**config.mk**
```make
export PLATFORM = sky130hd
export DESIGN_NAME = pcc_copy_ctrl
export DESIGN_NICKNAME = d
export VERILOG_FILES = /design/src/pkg/pcc_pkg.sv /design/src/verilog/pcc_cmd_decode.sv /design/src/verilog/pcc_copy_ctrl.sv /design/src/verilog/pcc_led_flash.sv
export SDC_FILE = /design/constraint.sdc
export NUM_CORES = 1
export LEC_CHECK = 0
export CAP_MARGIN = 20
export CORE_ASPECT_RATIO = 0.6
export CORE_UTILIZATION = 47
export DETAILED_ROUTE_END_ITERATION = 7
export DONT_BUFFER_PORTS = 1
export GPL_TIMING_DRIVEN = 0
export PLACE_DENSITY_LB_ADDON = 0.1
export SYNTH_ARGS = -nofsm -noshare
export SYNTH_HDL_FRONTEND = slang
export SYNTH_SLANG_ARGS = --single-unit
```
**constraint.sdc**
```tcl
create_clock -name pclk -period 5.9 [get_ports pclk]
set_clock_uncertainty 0.05 [all_clocks]
set_input_delay 1.18 -clock pclk [delete_from_list [all_inputs] [get_ports pclk]]
set_output_delay 1.18 -clock pclk [all_outputs]
set_load 0.05 [all_outputs]
```
**src/pkg/pcc_pkg.sv**
```systemverilog
// ============================================================
// shared constants and types of the parameter card copy block
package pcc_pkg;
    // apb register byte offsets
    localparam logic [7:0] PCC_OFF_CMD = 8'h00; // command entry
    localparam logic [7:0] PCC_OFF_SEL = 8'h04; // copy mode selector
    localparam logic [7:0] PCC_OFF_STAT = 8'h08; // status, read only
    localparam logic [7:0] PCC_OFF_TCLR = 8'h0C; // trip clear, w1c
    // command entry width and special codes
    localparam int PCC_CMD_W = 14;
    localparam logic [13:0] PCC_CODE_SAVE = 14'h03E9; // 1001
    localparam logic [13:0] PCC_CODE_BOOT = 14'h07D1; // 2001
    localparam logic [13:0] PCC_CODE_SUP_CLR = 14'h2553; // 9555
    localparam logic [13:0] PCC_CODE_SUP_SET = 14'h25C2; // 9666
    localparam logic [13:0] PCC_CODE_RO_CLR = 14'h2631; // 9777
    localparam logic [13:0] PCC_CODE_RO_SET = 14'h26A0; // 9888
    localparam logic [13:0] PCC_THOUSAND = 14'h03E8;
    localparam logic [9:0] PCC_BLOCK1 = 10'h001;
    localparam int PCC_SLOTS = 1; // option slots
    localparam int PCC_LEDS = 5; // unit indicator leds
    // status bit positions
    localparam int PCC_TRIP_N = 6;
    localparam int PCC_T_MODULE = 0;
    localparam int PCC_T_RATING = 1;
    localparam int PCC_T_MODE = 2;
    localparam int PCC_T_CMP = 3;
    localparam int PCC_T_PROT = 4;
    localparam int PCC_T_CARD = 5;
    localparam int PCC_B_BUSY = 8;
    localparam int PCC_B_SUP = 9;
    localparam int PCC_B_RO = 10;
    // led flash half period
    localparam int PCC_CLK_HZ = 40_000_000;
    localparam int PCC_FLASH_MS = 250;
    localparam int PCC_FLASH_CYC = PCC_CLK_HZ / 1000 * PCC_FLASH_MS;
    typedef enum logic [2:0] {
        PCC_SEL_IDLE = 3'b000, PCC_SEL_FROM = 3'b001,
        PCC_SEL_TO = 3'b010, PCC_SEL_BACKUP = 3'b011,
        PCC_SEL_BOOT = 3'b100
    } pcc_sel_e;
    typedef enum logic [1:0] {
        PCC_OP_WRITE = 2'b00, PCC_OP_LOAD = 2'b01,
        PCC_OP_ERASE = 2'b10, PCC_OP_CMP = 2'b11
    } pcc_op_e;
    typedef enum logic [3:0] {
        PCC_K_NONE = 4'h0, PCC_K_SAVE = 4'h1, PCC_K_BOOT = 4'h2,
        PCC_K_WRITE = 4'h3, PCC_K_LOAD = 4'h4, PCC_K_ERASE = 4'h5,
        PCC_K_CMP = 4'h6, PCC_K_SUP_SET = 4'h7, PCC_K_SUP_CLR = 4'h8,
        PCC_K_RO_SET = 4'h9, PCC_K_RO_CLR = 4'hA, PCC_K_BAD = 4'hB
    } pcc_kind_e;
    typedef enum logic [1:0] {
        PCC_ST_IDLE = 2'b00, PCC_ST_ISSUE = 2'b01, PCC_ST_WAIT = 2'b10
    } pcc_st_e;
    // one card operation handed to the card transfer engine
    typedef struct packed {
        pcc_op_e op;
        logic [9:0] block;
        logic bootable;
        logic excl_nocopy; // leave out no-copy parameters
        logic excl_sel; // leave the selector out of the card image
        logic single; // one changed menu 0 parameter only
        logic skip_ra; // keep rating dependent params at default
        logic [PCC_SLOTS-1:0] keep_default; // slot menus left default
    } pcc_op_s;
    // card header as seen by the card engine
    typedef struct packed {
        logic present;
        logic block1_ok; // block 1 exists with type 1 to 4
        logic sel_boot; // selector stored on card is power_up_load
        logic [1:0] mode;
        logic volt_diff;
        logic curr_diff;
        logic [PCC_SLOTS-1:0] slot_diff;
    } pcc_card_s;
endpackage

```
**src/verilog/pcc_cmd_decode.sv**
```systemverilog
`timescale 1ns/1ps
`default_nettype none
// ============================================================
// splits a decimal command code into action and block number
module pcc_cmd_decode
    import pcc_pkg::*;
(
    input wire logic [PCC_CMD_W-1:0] code,
    output pcc_kind_e kind,
    output logic [9:0] block
);
    logic [3:0] thou; // leading decimal digit
    assign thou = 4'(code / PCC_THOUSAND);
    assign block = 10'(code % PCC_THOUSAND);
    // special codes first, then by leading digit
    always_comb begin
        case (code)
            14'h0000: kind = PCC_K_NONE;
            PCC_CODE_SAVE: kind = PCC_K_SAVE;
            PCC_CODE_BOOT: kind = PCC_K_BOOT;
            PCC_CODE_SUP_SET: kind = PCC_K_SUP_SET;
            PCC_CODE_SUP_CLR: kind = PCC_K_SUP_CLR;
            PCC_CODE_RO_SET: kind = PCC_K_RO_SET;
            PCC_CODE_RO_CLR: kind = PCC_K_RO_CLR;
            default: begin
                case (thou)
                    4'h4: kind = PCC_K_WRITE;
                    4'h6: kind = PCC_K_LOAD;
                    4'h7: kind = PCC_K_ERASE;
                    4'h8: kind = PCC_K_CMP;
                    default: kind = PCC_K_BAD;
                endcase
            end
        endcase
    end
endmodule
`default_nettype wire

```
**src/verilog/pcc_copy_ctrl.sv**
```systemverilog
`timescale 1ns/1ps
`default_nettype none
// ============================================================
// Functional notes
// selector copy_to_card plus reset writes block 1
// writing an existing block overwrites it silently
// load fills working memory and eeprom
// differing slot keeps defaults, module trip
// rating difference raises rating trip
// voltage difference skips rating dependent parameters
// current-only difference still loads them
// copy_from_card plus reset loads, saves, idles
// backup: full write, then single menu 0 changes
// advanced changes reach card on save code
// card removed in backup returns selector idle
// backup power-up writes full set, leds flash
// backup selector goes to eeprom, not card
// power_up_load boots block 1 when conditions hold
// drive mode mismatch trips, nothing transferred
// boot selector written to card, never loaded
// code 2001 writes bootable block 1 once
// compare: match clears entry, else compare trip
// 7yyy erases block yyy
// 9666 sets, 9555 clears warning suppression
// read-only flag blocks writes and erases
// no-copy parameters left out of card writes
// one operation at a time, others ignored
module pcc_copy_ctrl
    import pcc_pkg::*;
#(
    parameter int FLASH_CYC = PCC_FLASH_CYC // led half period, cycles
) (
    input wire logic pclk,
    input wire logic presetn,
    input wire logic psel,
    input wire logic penable,
    input wire logic pwrite,
    input wire logic [7:0] paddr,
    input wire logic [31:0] pwdata,
    output logic [31:0] prdata,
    output logic pready,
    output logic pslverr,
    input wire logic power_up_evt, // one pulse after power-up
    input wire logic drive_reset, // one pulse per drive reset
    input wire logic menu0_chg, // a menu 0 parameter changed
    input wire pcc_card_s card, // card header, level
    input wire logic [1:0] drive_mode, // present operating mode
    output logic op_valid, // card operation request
    input wire logic op_ready, // engine takes the request
    output pcc_op_s op, // operation description
    input wire logic op_done, // pulse, operation finished
    input wire logic op_ok, // finished without card fault
    input wire logic op_match, // compare result
    output logic eeprom_save, // pulse, store to internal eeprom
    output logic [PCC_LEDS-1:0] unit_leds,
    output logic tripped // any trip flag standing
);
    // ============================================================
    // state
    pcc_st_e st_ff, nxt_st; // operation sequencer
    pcc_op_s op_ff; // operation in progress
    logic [PCC_CMD_W-1:0] cmd_ff; // command entry
    pcc_sel_e sel_ff; // copy mode selector
    logic [PCC_TRIP_N-1:0] trip_ff; // sticky trips
    logic sup_ff; // warning suppression flag
    logic ro_ff; // card read-only flag
    logic clr_sel_ff; // selector to idle at success
    logic flash_ff; // leds flash for this operation
    logic save_ff; // eeprom save pulse
    logic [31:0] prdata_ff; // read data captured in setup
    // ============================================================
    // apb decode: zero wait states, error on unmapped address
    logic acc, wr, setup_rd, hit_cmd, hit_sel, hit_stat, hit_tclr;
    logic mapped, busy;
    logic [31:0] stat_w, rd_mux;
    assign acc = psel & penable;
    assign wr = acc & pwrite;
    assign setup_rd = psel & ~penable & ~pwrite;
    assign hit_cmd = paddr == PCC_OFF_CMD;
    assign hit_sel = paddr == PCC_OFF_SEL;
    assign hit_stat = paddr == PCC_OFF_STAT;
    assign hit_tclr = paddr == PCC_OFF_TCLR;
    assign mapped = hit_cmd | hit_sel | hit_stat | hit_tclr;
    assign busy = st_ff != PCC_ST_IDLE;
    assign pready = 1'b1;
    assign pslverr = acc & ~mapped;
    assign prdata = prdata_ff;
    // status word assembly
    always_comb begin
        stat_w = 32'h0;
        stat_w[PCC_TRIP_N-1:0] = trip_ff;
        stat_w[PCC_B_BUSY] = busy;
        stat_w[PCC_B_SUP] = sup_ff;
        stat_w[PCC_B_RO] = ro_ff;
    end
    assign rd_mux = hit_cmd ? 32'(cmd_ff) :
                    hit_sel ? 32'(sel_ff) :
                    hit_stat ? stat_w : 32'h0;
    // commands written while busy are dropped
    logic cmd_wr, sel_wr, sel_legal;
    assign cmd_wr = wr & hit_cmd & ~busy;
    assign sel_legal = pwdata[2:0] <= PCC_SEL_BOOT;
    assign sel_wr = wr & hit_sel & sel_legal;
    // ============================================================
    // command decode
    pcc_kind_e dk;
    logic [9:0] dblk;
    pcc_cmd_decode u_dec (
        .code(cmd_ff),
        .kind(dk),
        .block(dblk)
    );
    // ============================================================
    // start decision, only taken in idle so one op runs at a time
    pcc_op_s nop; // op about to be issued
    logic go, csel, fl, save_now, cmd_clr;
    logic sup_set, sup_clr, ro_set, ro_clr;
    logic [PCC_TRIP_N-1:0] tset; // trips raised by the decision
    logic mode_bad, idle, wr_like;
    assign idle = st_ff == PCC_ST_IDLE;
    assign mode_bad = card.mode != drive_mode;
    always_comb begin
        nop = '0;
        go = 1'b0;
        csel = 1'b0;
        fl = 1'b0;
        save_now = 1'b0;
        sup_set = 1'b0;
        sup_clr = 1'b0;
        ro_set = 1'b0;
        ro_clr = 1'b0;
        tset = '0;
        // writes always overwrite an existing block
        nop.excl_nocopy = 1'b1;
        nop.excl_sel = sel_ff == PCC_SEL_BACKUP;
        nop.skip_ra = card.volt_diff;
        nop.keep_default = card.slot_diff;
        nop.block = PCC_BLOCK1;
        if (!idle) begin
            go = 1'b0;
        end else if (power_up_evt) begin
            if (sel_ff == PCC_SEL_BACKUP) begin
                go = 1'b1;
                fl = 1'b1;
            end else if (sel_ff == PCC_SEL_BOOT && card.present &&
                         card.block1_ok && card.sel_boot) begin
                nop.op = PCC_OP_LOAD;
                go = 1'b1;
                fl = 1'b1;
            end
        end else if (drive_reset && cmd_ff != 14'h0000) begin
            case (dk)
                PCC_K_SAVE: begin
                    save_now = 1'b1;
                    go = sel_ff == PCC_SEL_BACKUP;
                end
                PCC_K_BOOT: begin
                    nop.bootable = 1'b1;
                    go = 1'b1;
                end
                PCC_K_WRITE: begin
                    nop.block = dblk;
                    go = 1'b1;
                end
                PCC_K_LOAD: begin
                    nop.op = PCC_OP_LOAD;
                    nop.block = dblk;
                    go = 1'b1;
                end
                PCC_K_ERASE: begin
                    nop.op = PCC_OP_ERASE;
                    nop.block = dblk;
                    go = 1'b1;
                end
                PCC_K_CMP: begin
                    nop.op = PCC_OP_CMP;
                    nop.block = dblk;
                    go = ~ro_ff;
                end
                PCC_K_SUP_SET: sup_set = ~ro_ff;
                PCC_K_SUP_CLR: sup_clr = ~ro_ff;
                PCC_K_RO_SET: ro_set = 1'b1;
                PCC_K_RO_CLR: ro_clr = 1'b1;
                default: go = 1'b0;
            endcase
        end else if (drive_reset) begin
            case (sel_ff)
                PCC_SEL_TO: begin
                    go = 1'b1;
                    csel = 1'b1;
                end
                PCC_SEL_FROM: begin
                    nop.op = PCC_OP_LOAD;
                    go = 1'b1;
                    csel = 1'b1;
                end
                PCC_SEL_BACKUP: go = 1'b1;
                default: go = 1'b0;
            endcase
        end else if (menu0_chg && sel_ff == PCC_SEL_BACKUP &&
                     card.present) begin
            nop.single = 1'b1;
            go = 1'b1;
        end
        // a mode mismatch stops any load before it starts
        if (go && nop.op == PCC_OP_LOAD && mode_bad) begin
            go = 1'b0;
            tset[PCC_T_MODE] = 1'b1;
        end
        // write protection turns writes and erases into a trip
        if (go && wr_like && ro_ff) begin
            go = 1'b0;
            tset[PCC_T_PROT] = 1'b1;
        end
    end
    assign wr_like = nop.op == PCC_OP_WRITE || nop.op == PCC_OP_ERASE;
    // entry cleared at once when nothing runs, else at completion
    assign cmd_clr = idle & drive_reset & ~power_up_evt & ~go &
                     (cmd_ff != 14'h0000);
    // ============================================================
    // completion handling
    logic fin, fin_ok, cmp_bad, ld_ok;
    logic [PCC_TRIP_N-1:0] tdone; // trips raised at completion
    assign fin = (st_ff == PCC_ST_WAIT) & op_done;
    assign fin_ok = fin & op_ok;
    assign ld_ok = fin_ok & (op_ff.op == PCC_OP_LOAD);
    assign cmp_bad = fin_ok & (op_ff.op == PCC_OP_CMP) & ~op_match;
    always_comb begin
        tdone = '0;
        tdone[PCC_T_CARD] = fin & ~op_ok;
        tdone[PCC_T_CMP] = cmp_bad;
        // warnings come after the data is in place
        tdone[PCC_T_MODULE] = ld_ok & (|op_ff.keep_default) & ~sup_ff;
        tdone[PCC_T_RATING] = ld_ok & (card.volt_diff | card.curr_diff)
                              & ~sup_ff;
    end
    // ============================================================
    // sequencer: request held until the engine takes it
    always_comb begin
        case (st_ff)
            PCC_ST_IDLE: nxt_st = go ? PCC_ST_ISSUE : PCC_ST_IDLE;
            PCC_ST_ISSUE: nxt_st = op_ready ? PCC_ST_WAIT : PCC_ST_ISSUE;
            PCC_ST_WAIT: nxt_st = op_done ? PCC_ST_IDLE : PCC_ST_WAIT;
            default: nxt_st = PCC_ST_IDLE;
        endcase
    end
    assign op_valid = st_ff == PCC_ST_ISSUE;
    assign op = op_ff;
    assign tripped = |trip_ff;
    assign eeprom_save = save_ff;
    // ============================================================
    // sequencer and operation registers
    always_ff @(posedge pclk or negedge presetn) begin
        if (!presetn) begin
            st_ff <= PCC_ST_IDLE;
            op_ff <= '0;
            clr_sel_ff <= 1'b0;
            flash_ff <= 1'b0;
        end else begin
            st_ff <= nxt_st;
            if (idle && go) begin
                op_ff <= nop;
                clr_sel_ff <= csel;
                flash_ff <= fl;
            end
        end
    end
    // ============================================================
    // command entry: apb write, cleared when consumed or done, kept after a compare mismatch
    always_ff @(posedge pclk or negedge presetn) begin
        if (!presetn) begin
            cmd_ff <= 14'h0000;
        end else if (cmd_wr) begin
            cmd_ff <= pwdata[PCC_CMD_W-1:0];
        end else if (cmd_clr || (fin && !cmp_bad)) begin
            cmd_ff <= 14'h0000;
        end
    end
    // ============================================================
    // selector: software write, removal, success of one-shot modes
    always_ff @(posedge pclk or negedge presetn) begin
        if (!presetn) begin
            sel_ff <= PCC_SEL_IDLE;
        end else if (sel_wr) begin
            sel_ff <= pcc_sel_e'(pwdata[2:0]);
        end else if (sel_ff == PCC_SEL_BACKUP && !card.present) begin
            sel_ff <= PCC_SEL_IDLE;
        end else if (fin_ok && clr_sel_ff) begin
            sel_ff <= PCC_SEL_IDLE;
        end
    end
    // ============================================================
    // flags, trips (set beats clear) and eeprom pulse
    always_ff @(posedge pclk or negedge presetn) begin
        if (!presetn) begin
            sup_ff <= 1'b0;
            ro_ff <= 1'b0;
            trip_ff <= '0;
            save_ff <= 1'b0;
        end else begin
            sup_ff <= sup_set | (sup_ff & ~sup_clr);
            ro_ff <= ro_set | (ro_ff & ~ro_clr);
            trip_ff <= tset | tdone |
                       (trip_ff & ~((wr & hit_tclr) ?
                                    pwdata[PCC_TRIP_N-1:0] : '0));
            // selector kept across power loss without card copy
            save_ff <= save_now | ld_ok | sel_wr;
        end
    end
    // read data is captured in the setup phase
    always_ff @(posedge pclk or negedge presetn) begin
        if (!presetn) begin
            prdata_ff <= 32'h0;
        end else if (setup_rd) begin
            prdata_ff <= rd_mux;
        end
    end
    // ============================================================
    // unit leds
    pcc_led_flash #(
        .HALF(FLASH_CYC)
    ) u_led (
        .pclk(pclk),
        .presetn(presetn),
        .active(flash_ff & busy),
        .leds(unit_leds)
    );
    // ============================================================
    // assertions
    property p_busy_ignore;
        @(posedge pclk) disable iff (!presetn)
        (wr && hit_cmd && busy && !fin) |=> $stable(cmd_ff);
    endproperty
    a_busy_ignore: assert property (p_busy_ignore)
        else $error("command entry changed while busy");
    property p_prot;
        @(posedge pclk) disable iff (!presetn)
        (idle && !power_up_evt && drive_reset && ro_ff &&
         dk == PCC_K_ERASE) |=> trip_ff[PCC_T_PROT] && !op_valid;
    endproperty
    a_prot: assert property (p_prot)
        else $error("erase under read-only did not trip");
    property p_mode;
        @(posedge pclk) disable iff (!presetn)
        (idle && !power_up_evt && drive_reset && cmd_ff == 14'h0000 &&
         sel_ff == PCC_SEL_FROM && mode_bad)
        |=> trip_ff[PCC_T_MODE] && !op_valid ##1 !op_valid;
    endproperty
    a_mode: assert property (p_mode)
        else $error("mode mismatch load not stopped");
    property p_load_save;
        @(posedge pclk) disable iff (!presetn)
        ld_ok |=> eeprom_save;
    endproperty
    a_load_save: assert property (p_load_save)
        else $error("load end without eeprom save");
    property p_cmp_bad;
        @(posedge pclk) disable iff (!presetn)
        cmp_bad |=> trip_ff[PCC_T_CMP] && cmd_ff != 14'h0000;
    endproperty
    a_cmp_bad: assert property (p_cmp_bad)
        else $error("compare mismatch without trip");
    property p_cmp_ok;
        @(posedge pclk) disable iff (!presetn)
        (fin_ok && op_ff.op == PCC_OP_CMP && op_match && !cmd_wr)
        |=> cmd_ff == 14'h0000 && !trip_ff[PCC_T_CMP] ||
            $past(trip_ff[PCC_T_CMP]);
    endproperty
    a_cmp_ok: assert property (p_cmp_ok)
        else $error("compare match did not clear entry");
    property p_removal;
        @(posedge pclk) disable iff (!presetn)
        (sel_ff == PCC_SEL_BACKUP && !card.present && !sel_wr)
        |=> sel_ff == PCC_SEL_IDLE;
    endproperty
    a_removal: assert property (p_removal)
        else $error("selector not idled on card removal");
    property p_to_card;
        @(posedge pclk) disable iff (!presetn)
        (idle && !power_up_evt && drive_reset && cmd_ff == 14'h0000 &&
         sel_ff == PCC_SEL_TO && !ro_ff)
        |=> op_valid && op.op == PCC_OP_WRITE && op.block == PCC_BLOCK1;
    endproperty
    a_to_card: assert property (p_to_card)
        else $error("copy_to_card reset did not write block 1");
    property p_suppress;
        @(posedge pclk) disable iff (!presetn)
        (ld_ok && sup_ff && !trip_ff[PCC_T_MODULE])
        |=> !trip_ff[PCC_T_MODULE];
    endproperty
    a_suppress: assert property (p_suppress)
        else $error("module trip despite suppression");
    c_load: cover property (@(posedge pclk) disable iff (!presetn)
        ld_ok ##1 eeprom_save);
    c_cmp_bad: cover property (@(posedge pclk) disable iff (!presetn)
        cmp_bad);
    c_boot: cover property (@(posedge pclk) disable iff (!presetn)
        power_up_evt && sel_ff == PCC_SEL_BOOT && go);
endmodule
`default_nettype wire

```
**src/verilog/pcc_led_flash.sv**
```systemverilog
`timescale 1ns/1ps
`default_nettype none
// ============================================================
// blinks the unit leds while a power-up card transfer runs
module pcc_led_flash
    import pcc_pkg::*;
#(
    parameter int HALF = PCC_FLASH_CYC // half period in cycles
) (
    input wire logic pclk,
    input wire logic presetn,
    input wire logic active,
    output logic [PCC_LEDS-1:0] leds
);
    logic [31:0] cnt_ff; // half period counter
    logic on_ff; // current led phase
    // leds go dark as soon as the transfer ends
    always_ff @(posedge pclk or negedge presetn) begin
        if (!presetn) begin
            cnt_ff <= 32'h0;
            on_ff <= 1'b0;
        end else if (!active) begin
            cnt_ff <= 32'h0;
            on_ff <= 1'b0;
        end else if (cnt_ff >= 32'(HALF - 1)) begin
            cnt_ff <= 32'h0;
            on_ff <= !on_ff;
        end else begin
            cnt_ff <= cnt_ff + 32'h1;
        end
    end
    assign leds = {PCC_LEDS{on_ff}};
endmodule
`default_nettype wire
```
-- After elaboration in Yosys (flattened, before gate mapping)
Index checks and enable logic that the tools add are counted.
- add/subtract/negate cells: 1
- multiply operators: 0
- div/mod/pow operators: 2
- $lt $le $gt $ge: 2
- equality and inequality tests: 35
- shift operators: 0
- mux-type cells: 75
- bitwise gates (word level): 51
- reductions and logical operators: 32
- operator list (kind ; count):
    $mux 32 ; 2
    $eq 14x14->1 const B ; 4
    $mux 1 ; 51
    $mux 11 ; 4
    $mux 14 ; 3
    $add 32x1->32 const B ; 1
    $ge 32x24->1 const B ; 1
    $eq 4x3->1 const B ; 7
    $pmux 4 s7 ; 1
    $and 1x1->1 ; 27
    $eq 4x4->1 const B ; 4
    $eq 8x4->1 const B ; 2
    $pmux 4 s4 ; 1
    $div 14x10->14 const B ; 1
    $eq 14x10->1 const B ; 1
    $eq 14x11->1 const B ; 1
    $logic_and 1x1->1 ; 14
    $logic_not 14->1 ; 1
    $mod 14x10->14 const B ; 1
    $reduce_bool 14->1 ; 1
    $mux 13 ; 1
    $not 1->1 ; 12
    $pmux 2 s3 ; 2
    $mux 10 ; 1
    other kinds (30) ; 54
- register bits after elaboration: 113
- latch bits: 0
- memory bits (writable): 0
- memory bits (read-only): 0
- output and inout bits: 60
- logic and storage cells: 218
- memories: 0

-- Longest topological paths before layout
- word-level depth: 23
- depth in mapped cells: 19
- gate-level depth less buffers: 13

-- Cells and area by module
A second synthesis with hierarchy kept.
- cell total of the unflattened synthesis: 776
- area total of the unflattened synthesis: 6673.9 sq um
- modules (own cells, without submodules) (module ; times used ; cells each ; area an instance (sq um)):
    pcc_copy_ctrl ; 1 ; 355 ; 3253.1
    pcc_cmd_decode ; 1 ; 265 ; 1849.3
    pcc_led_flash ; 1 ; 156 ; 1571.5

-- Worst setup path after synthesis
Ideal clock, no wire load.
- kind: reg2reg
- from: reg cmd_ff[7]
- to: reg op_ff, in the netlist op[0]
- setup time: 0.128 ns
- arrival: 3.798 ns
- required time: 5.722 ns
- setup slack: 1.924 ns
- stages on the path, launching flop included: 18
- path buffers: 4
- period minus slack after synthesis: 3.976 ns
- cell sequence: dfrtp_1 buf_6 or2_1 a32o_1 a22oi_4 a31oi_4 maj3_4 a22oi_4 o21a_2 buf_6 o221a_1 or3_1 buf_4 a31oi_2 nor4bb_2 or2_1 buf_6 mux2_1
- word-level cells in the longest chain between the ends: 17
- elaborated cells between the ends (all ways): 42
- those cells by class: div: 1; eq/ne: 18; mux: 12; reduce/logical: 11
- RTL lines (item ; line ; RTL):
    start: declaration ; pcc_copy_ctrl.sv:62 ; logic [PCC_CMD_W-1:0] cmd_ff;
    start signal: assignment ; pcc_copy_ctrl.sv:274 ; cmd_ff <= pwdata[PCC_CMD_W-1:0];
    $div 14x10->14 ; pcc_cmd_decode.sv:13 ; assign thou = 4'(code / PCC_THOUSAND);
    $eq 4x4->1 or $eq 4x3->1 (tied branches) ; pcc_cmd_decode.sv:26 ; case (thou)
    $pmux 4 s4 ; pcc_cmd_decode.sv:26 ;
    $pmux 4 s7 ; pcc_cmd_decode.sv:17 ; case (code)
    $eq 4x3->1 or $eq 4x2->1 (tied branches) ; pcc_copy_ctrl.sv:152 ; case (dk)
    $reduce_or 4->1 (no line) or $pmux 2 s3 (tied branches) ; -- ;
    $pmux 1 s3 or $mux 2 (tied branches) ; pcc_copy_ctrl.sv:152, pcc_copy_ctrl.sv:151 ;
    $mux 1 or $mux 2 (tied branches) ; pcc_copy_ctrl.sv:151, pcc_copy_ctrl.sv:141 ;
    $mux 1 or $mux 13 (tied branches) ; pcc_copy_ctrl.sv:141, pcc_copy_ctrl.sv:139 ;
    $mux 1 or $eq 2x1->1 (tied branches) ; pcc_copy_ctrl.sv:139, pcc_copy_ctrl.sv:206 ;
    $logic_and 1x1->1 (2 in series) ; pcc_copy_ctrl.sv:206 ; if (go && nop.op == PCC_OP_LOAD && mode_bad) begin
    $mux 1 ; pcc_copy_ctrl.sv:206 ;
    $logic_and 1x1->1 (2 in series) ; pcc_copy_ctrl.sv:211 ; if (go && wr_like && ro_ff) begin
    $mux 1 * ; pcc_copy_ctrl.sv:211 ;
    $logic_and 1x1->1 * ; pcc_copy_ctrl.sv:261 ; if (idle && go) begin
    end signal: assignment ; pcc_copy_ctrl.sv:262 ; op_ff <= nop;
    end: declaration ; pcc_copy_ctrl.sv:61 ; pcc_op_s op_ff;
Mark *: on every way between the ends. The rest lies on a longest branch, timed or not.
A chain may end at the register's enable or synchronous reset.

-- Worst setup path in the final report
- from: reg cmd_ff[8]
- to: reg cmd_ff[5]
- word-level cells in the longest chain between the ends: 21
- elaborated cells between the ends (all ways): 46
- those cells by class: div: 1; eq/ne: 18; mux: 12; bitwise: 3; reduce/logical: 12
- RTL lines (item ; line ; RTL):
    $div 14x10->14 ; pcc_cmd_decode.sv:13 ;
    $eq 4x4->1 or $eq 4x3->1 (tied branches) ; pcc_cmd_decode.sv:26 ;
    $pmux 4 s4 ; pcc_cmd_decode.sv:26 ;
    $pmux 4 s7 ; pcc_cmd_decode.sv:17 ;
    $eq 4x3->1 or $eq 4x2->1 (tied branches) ; pcc_copy_ctrl.sv:152 ;
    $reduce_or 4->1 (no line) or $pmux 2 s3 (tied branches) ; -- ;
    $pmux 1 s3 or $mux 2 (tied branches) ; pcc_copy_ctrl.sv:152, pcc_copy_ctrl.sv:151 ;
    $mux 1 or $mux 2 (tied branches) ; pcc_copy_ctrl.sv:151, pcc_copy_ctrl.sv:141 ;
    [4 not listed] ; -- ;
    $mux 1 ; pcc_copy_ctrl.sv:206 ;
    $logic_and 1x1->1 (2 in series) ; pcc_copy_ctrl.sv:211 ;
    $mux 1 ; pcc_copy_ctrl.sv:211 ;
    $not 1->1 ; pcc_copy_ctrl.sv:218 ; assign cmd_clr = idle & drive_reset & ~power_up_evt & ~go &
    $and 1x1->1 ; pcc_copy_ctrl.sv:218 ;
    $and 1x1->1 * ; pcc_copy_ctrl.sv:218 ;
    $logic_or 1x1->1 * ; pcc_copy_ctrl.sv:275 ; end else if (cmd_clr || (fin && !cmp_bad)) begin
    $reduce_bool 2->1 (no line) * ; -- ;
Marked as above.

==> run_results.csv <==
group,metric,value,unit
sta,setup_slack,992.0,ps
worst_setup_path,cpMaxStageDelayCell,"a221oi_1",
cells_and_area,fin_nets,785,
cells_and_area,instances_no_fill,891,
sta,fmax,203.7,MHz
hold_path,hold_depth,1,
global_route,grtUsageMet2,35.93,%
die,rows,31,
global_route,use_met1,39.41,%
worst_setup_path,crit_fanout,10,
synth,ys_types,86,
place,dp_hpwl,12.50,mm
sta,rsz0062_at_grt,"false",
die,die_h,89.35,microns
synth,ys_seq_area_share,39.77,%
route,ant_nets,0,
place,pre_cts_ws,1151,ps
route,wirelength,16.63,mm
sta,slew_headroom,32.36,%
global_route,grt.met3_usage,6.786,%
pwr,ir_drop,0.1440,mV
pwr,p_leak,0.002890,uW
global_route,grt_pass1_vias,4877,
cts,post-cts-setup-buffers,0,
route,routedWlPerCell,18.66,microns
worst_setup_path,endpoint_kind,"register",
worst_setup_path,cpLargestDelayFamily,"compound AO/OA/AOI/OAI gates",
sta,finalCritPeriodShare,83.19,%
worst_setup_path,max_stage_delay,740,ps
synth,ys_warn_count,0,
global_route,grt_pass1_wl,26.01,mm
cells_and_area,area_growth,10.24,%
cts,numCtsBuffers,9,
die,dieArea,13190,sq um
cts,cts_buffer_depth,2,
route,drc,0,
sta,setup_tns,0,ps
place,dp_cells,876,
worst_setup_path,worst-path-buf-inv,4,
synth,synth_cells,686,
worst_setup_path,critPathMostFrequentCell,"buf_2",
hold_path,hold_class,"reg2reg",
cts,cts_hold_buf,0,
worst_setup_path,cp_cell_sequence,"buf_2, buf_2, a21oi_1, o21ai_0, a221oi_1, a211oi_2, nand3_1, o21a_2, buf_6, nand2_1, a211oi_1, a31oi_2, nor4bb_2, o21a_1, buf_2, o21ai_1",
die,core,12220,sq um
cts,cts_max_level,3,
synth,synth_edf_count,0,
worst_setup_path,crit_type,"reg2reg",
hold_path,hold_start,"clr_sel_ff$_DFFE_PN0P_",
job,drv_cap,0,
synth,synth_area_per_cell,8.713,sq um
global_route,antenna_found_initial,1,
global_route,grt_usage,25.91,%
sta,fin_crit,4908,ps
worst_setup_path,r2r-end,"cmd_ff[5]$_DFFE_PN0P_",
synth,ys_ff_latch,95,
pwr,p_per_area,224.0,nW/um^2
global_route,top_usage_layer,"met1",
worst_setup_path,worstRegToRegCells,16,
cts,cts.clk_slew.worst_paths,70,ps
route,drt-initial-drc-count,637,
route,avgViaCountPerCell,5.902,
global_route,grt_max_degree,96,
synth,synth_flop_cell,"dfrtp_1",
cts,cts.sinks,95,
die,die_w,147.6,microns
worst_setup_path,worstPathArrival,5080,ps
route,vias,5259,
cts,clock-root-buffer,"clkbuf_16",
route,drtPass1Iterations,6,
worst_setup_path,r2r_start,"cmd_ff[8]$_DFFE_PN0P_",
sta,worst_pin_slew,1012,ps
cts,clkLatencyLatePin,350,ps
place,io_buffers,0,
die,initial_core_util,48.92,%
cts,cts_tree,"built",
worst_setup_path,required,6080,ps
cts,cts_resized,0,
synth,syn-cell-area,5977,sq um
sta,setup_violations,0,
cells_and_area,drive_gt1_share,12.00,%
run_status,status,"completed",
sta,finalHoldViolCount,0,
sta,slew_violations,0,
cells_and_area,final_cell_mix,"nand2_1, dfrtp_1, nor2_1",
die,io_pins,122,
cells_and_area,mostFrequentLayoutCell,"nand2_1",
worst_setup_path,ff2ff_setup_slack,990,ps
hold_path,min_to,"clr_sel_ff$_DFFE_PN0P_",
place,place_congestion,0.8527,
worst_setup_path,start_kind,"register",
synth,async_flop_share,100.0,%
global_route,grt-ovfl-total,0,
[flip-flops by register name (all words and copies together) (netlist names)]
signal / cells
cmd_ff: 14
sup_ff: 1
clr_sel_ff: 1
flash_ff: 1
ro_ff: 1
op: 18
sel_ff: 3
prdata: 14
st_ff: 2
eeprom_save: 1
u_led.cnt_ff: 32
u_led.on_ff: 1
trip_ff: 6
[area by class of cell]
cell class / instances / area (sq um)
multi-input combinational: 536 / 3227
fill: 1149 / 5629
inverter: 16 / 60.06
tap: 165 / 206.4
buffer: 64 / 406.6
clock buffer: 9 / 225.2
clock inverter: 5 / 83.83
antenna: 1 / 2.502
sequential: 95 / 2377
[metrics by stage]
step | util, % | power (uW) | instance area [sq um] | hold slack, ps
2_1_floorplan | - | 832.7 | 6071 | 407.8
6_report | 53.93 | 1476 | 6589 | 447.1
4_1_cts | 53.91 | 1479 | 6586 | 447.6
3_5_place_dp | 51.38 | 859.5 | 6277 | 433.9
3_3_place_gp | 51.38 | 854.8 | 6277 | 427.8
5_1_grt | 53.93 | 1517 | 6589 | 460.5
[cells in the mapped netlist (12+ instances only)]
cell,number,area (sq um)
dfrtp_1,95,2377
nand2_1,101,379.1
mux2i_1,12,120.1
xor2_1,16,140.1
inv_1,15,56.30
a21oi_1,23,115.1
o21ai_0,42,210.2
nor2_1,73,274.0
nand3_1,21,105.1
buf_4,28,210.2
o21ai_1,16,80.08
xnor2_1,18,157.7
nor3_1,14,70.07
clkbuf_1,21,78.83
[routing by layer]
| metal | share of wire, % | routed length [microns] |
|---|---|---|
| met1 | 50 | 8300 |
| met2 | 39 | 6502 |
| met3 | 9.7 | 1606 |
| met4 | 1.3 | 220 |
| met5 | 0 | 0 |
[power breakdown]
group,leakage [uW],total (uW),switching [uW],internal [uW]
sequential,0.00129,715,46.9,668
clock,0.000144,625,257,368
combinational,0.00146,135,89.9,45.3
[worst max-delay path by stage]
stage                                     start                    end  slack, ps  cells past startpoint
after floorplan           cmd_ff[7]$_DFFE_PN0P_      op[0]$_DFFE_PN0P_       1920                     17
after global placement    cmd_ff[8]$_DFFE_PN0P_  cmd_ff[4]$_DFFE_PN0P_       1320                     17
after detailed placement  cmd_ff[8]$_DFFE_PN0P_  cmd_ff[5]$_DFFE_PN0P_       1150                     17
after CTS                 cmd_ff[8]$_DFFE_PN0P_  cmd_ff[5]$_DFFE_PN0P_       1120                     17
after global routing      cmd_ff[8]$_DFFE_PN0P_     op[11]$_DFFE_PN0P_        710                     17
final                     cmd_ff[8]$_DFFE_PN0P_  cmd_ff[5]$_DFFE_PN0P_        990                     16
[logic make-up after synthesis]
kind of cell | after synthesis | share of synthesized area [%]
AOI/OAI and AO/OA | 176 | 21.50
other | 2 | 0.1256
DFF | 95 | 39.77
buffers and inverters | 80 | 7.808
adders and majority gates | 3 | 0.6070
muxes | 17 | 2.952
xor gates and xnor gates | 34 | 4.982
and+or+nand+nor | 279 | 22.25
Power figures use the tool's default switching activity.
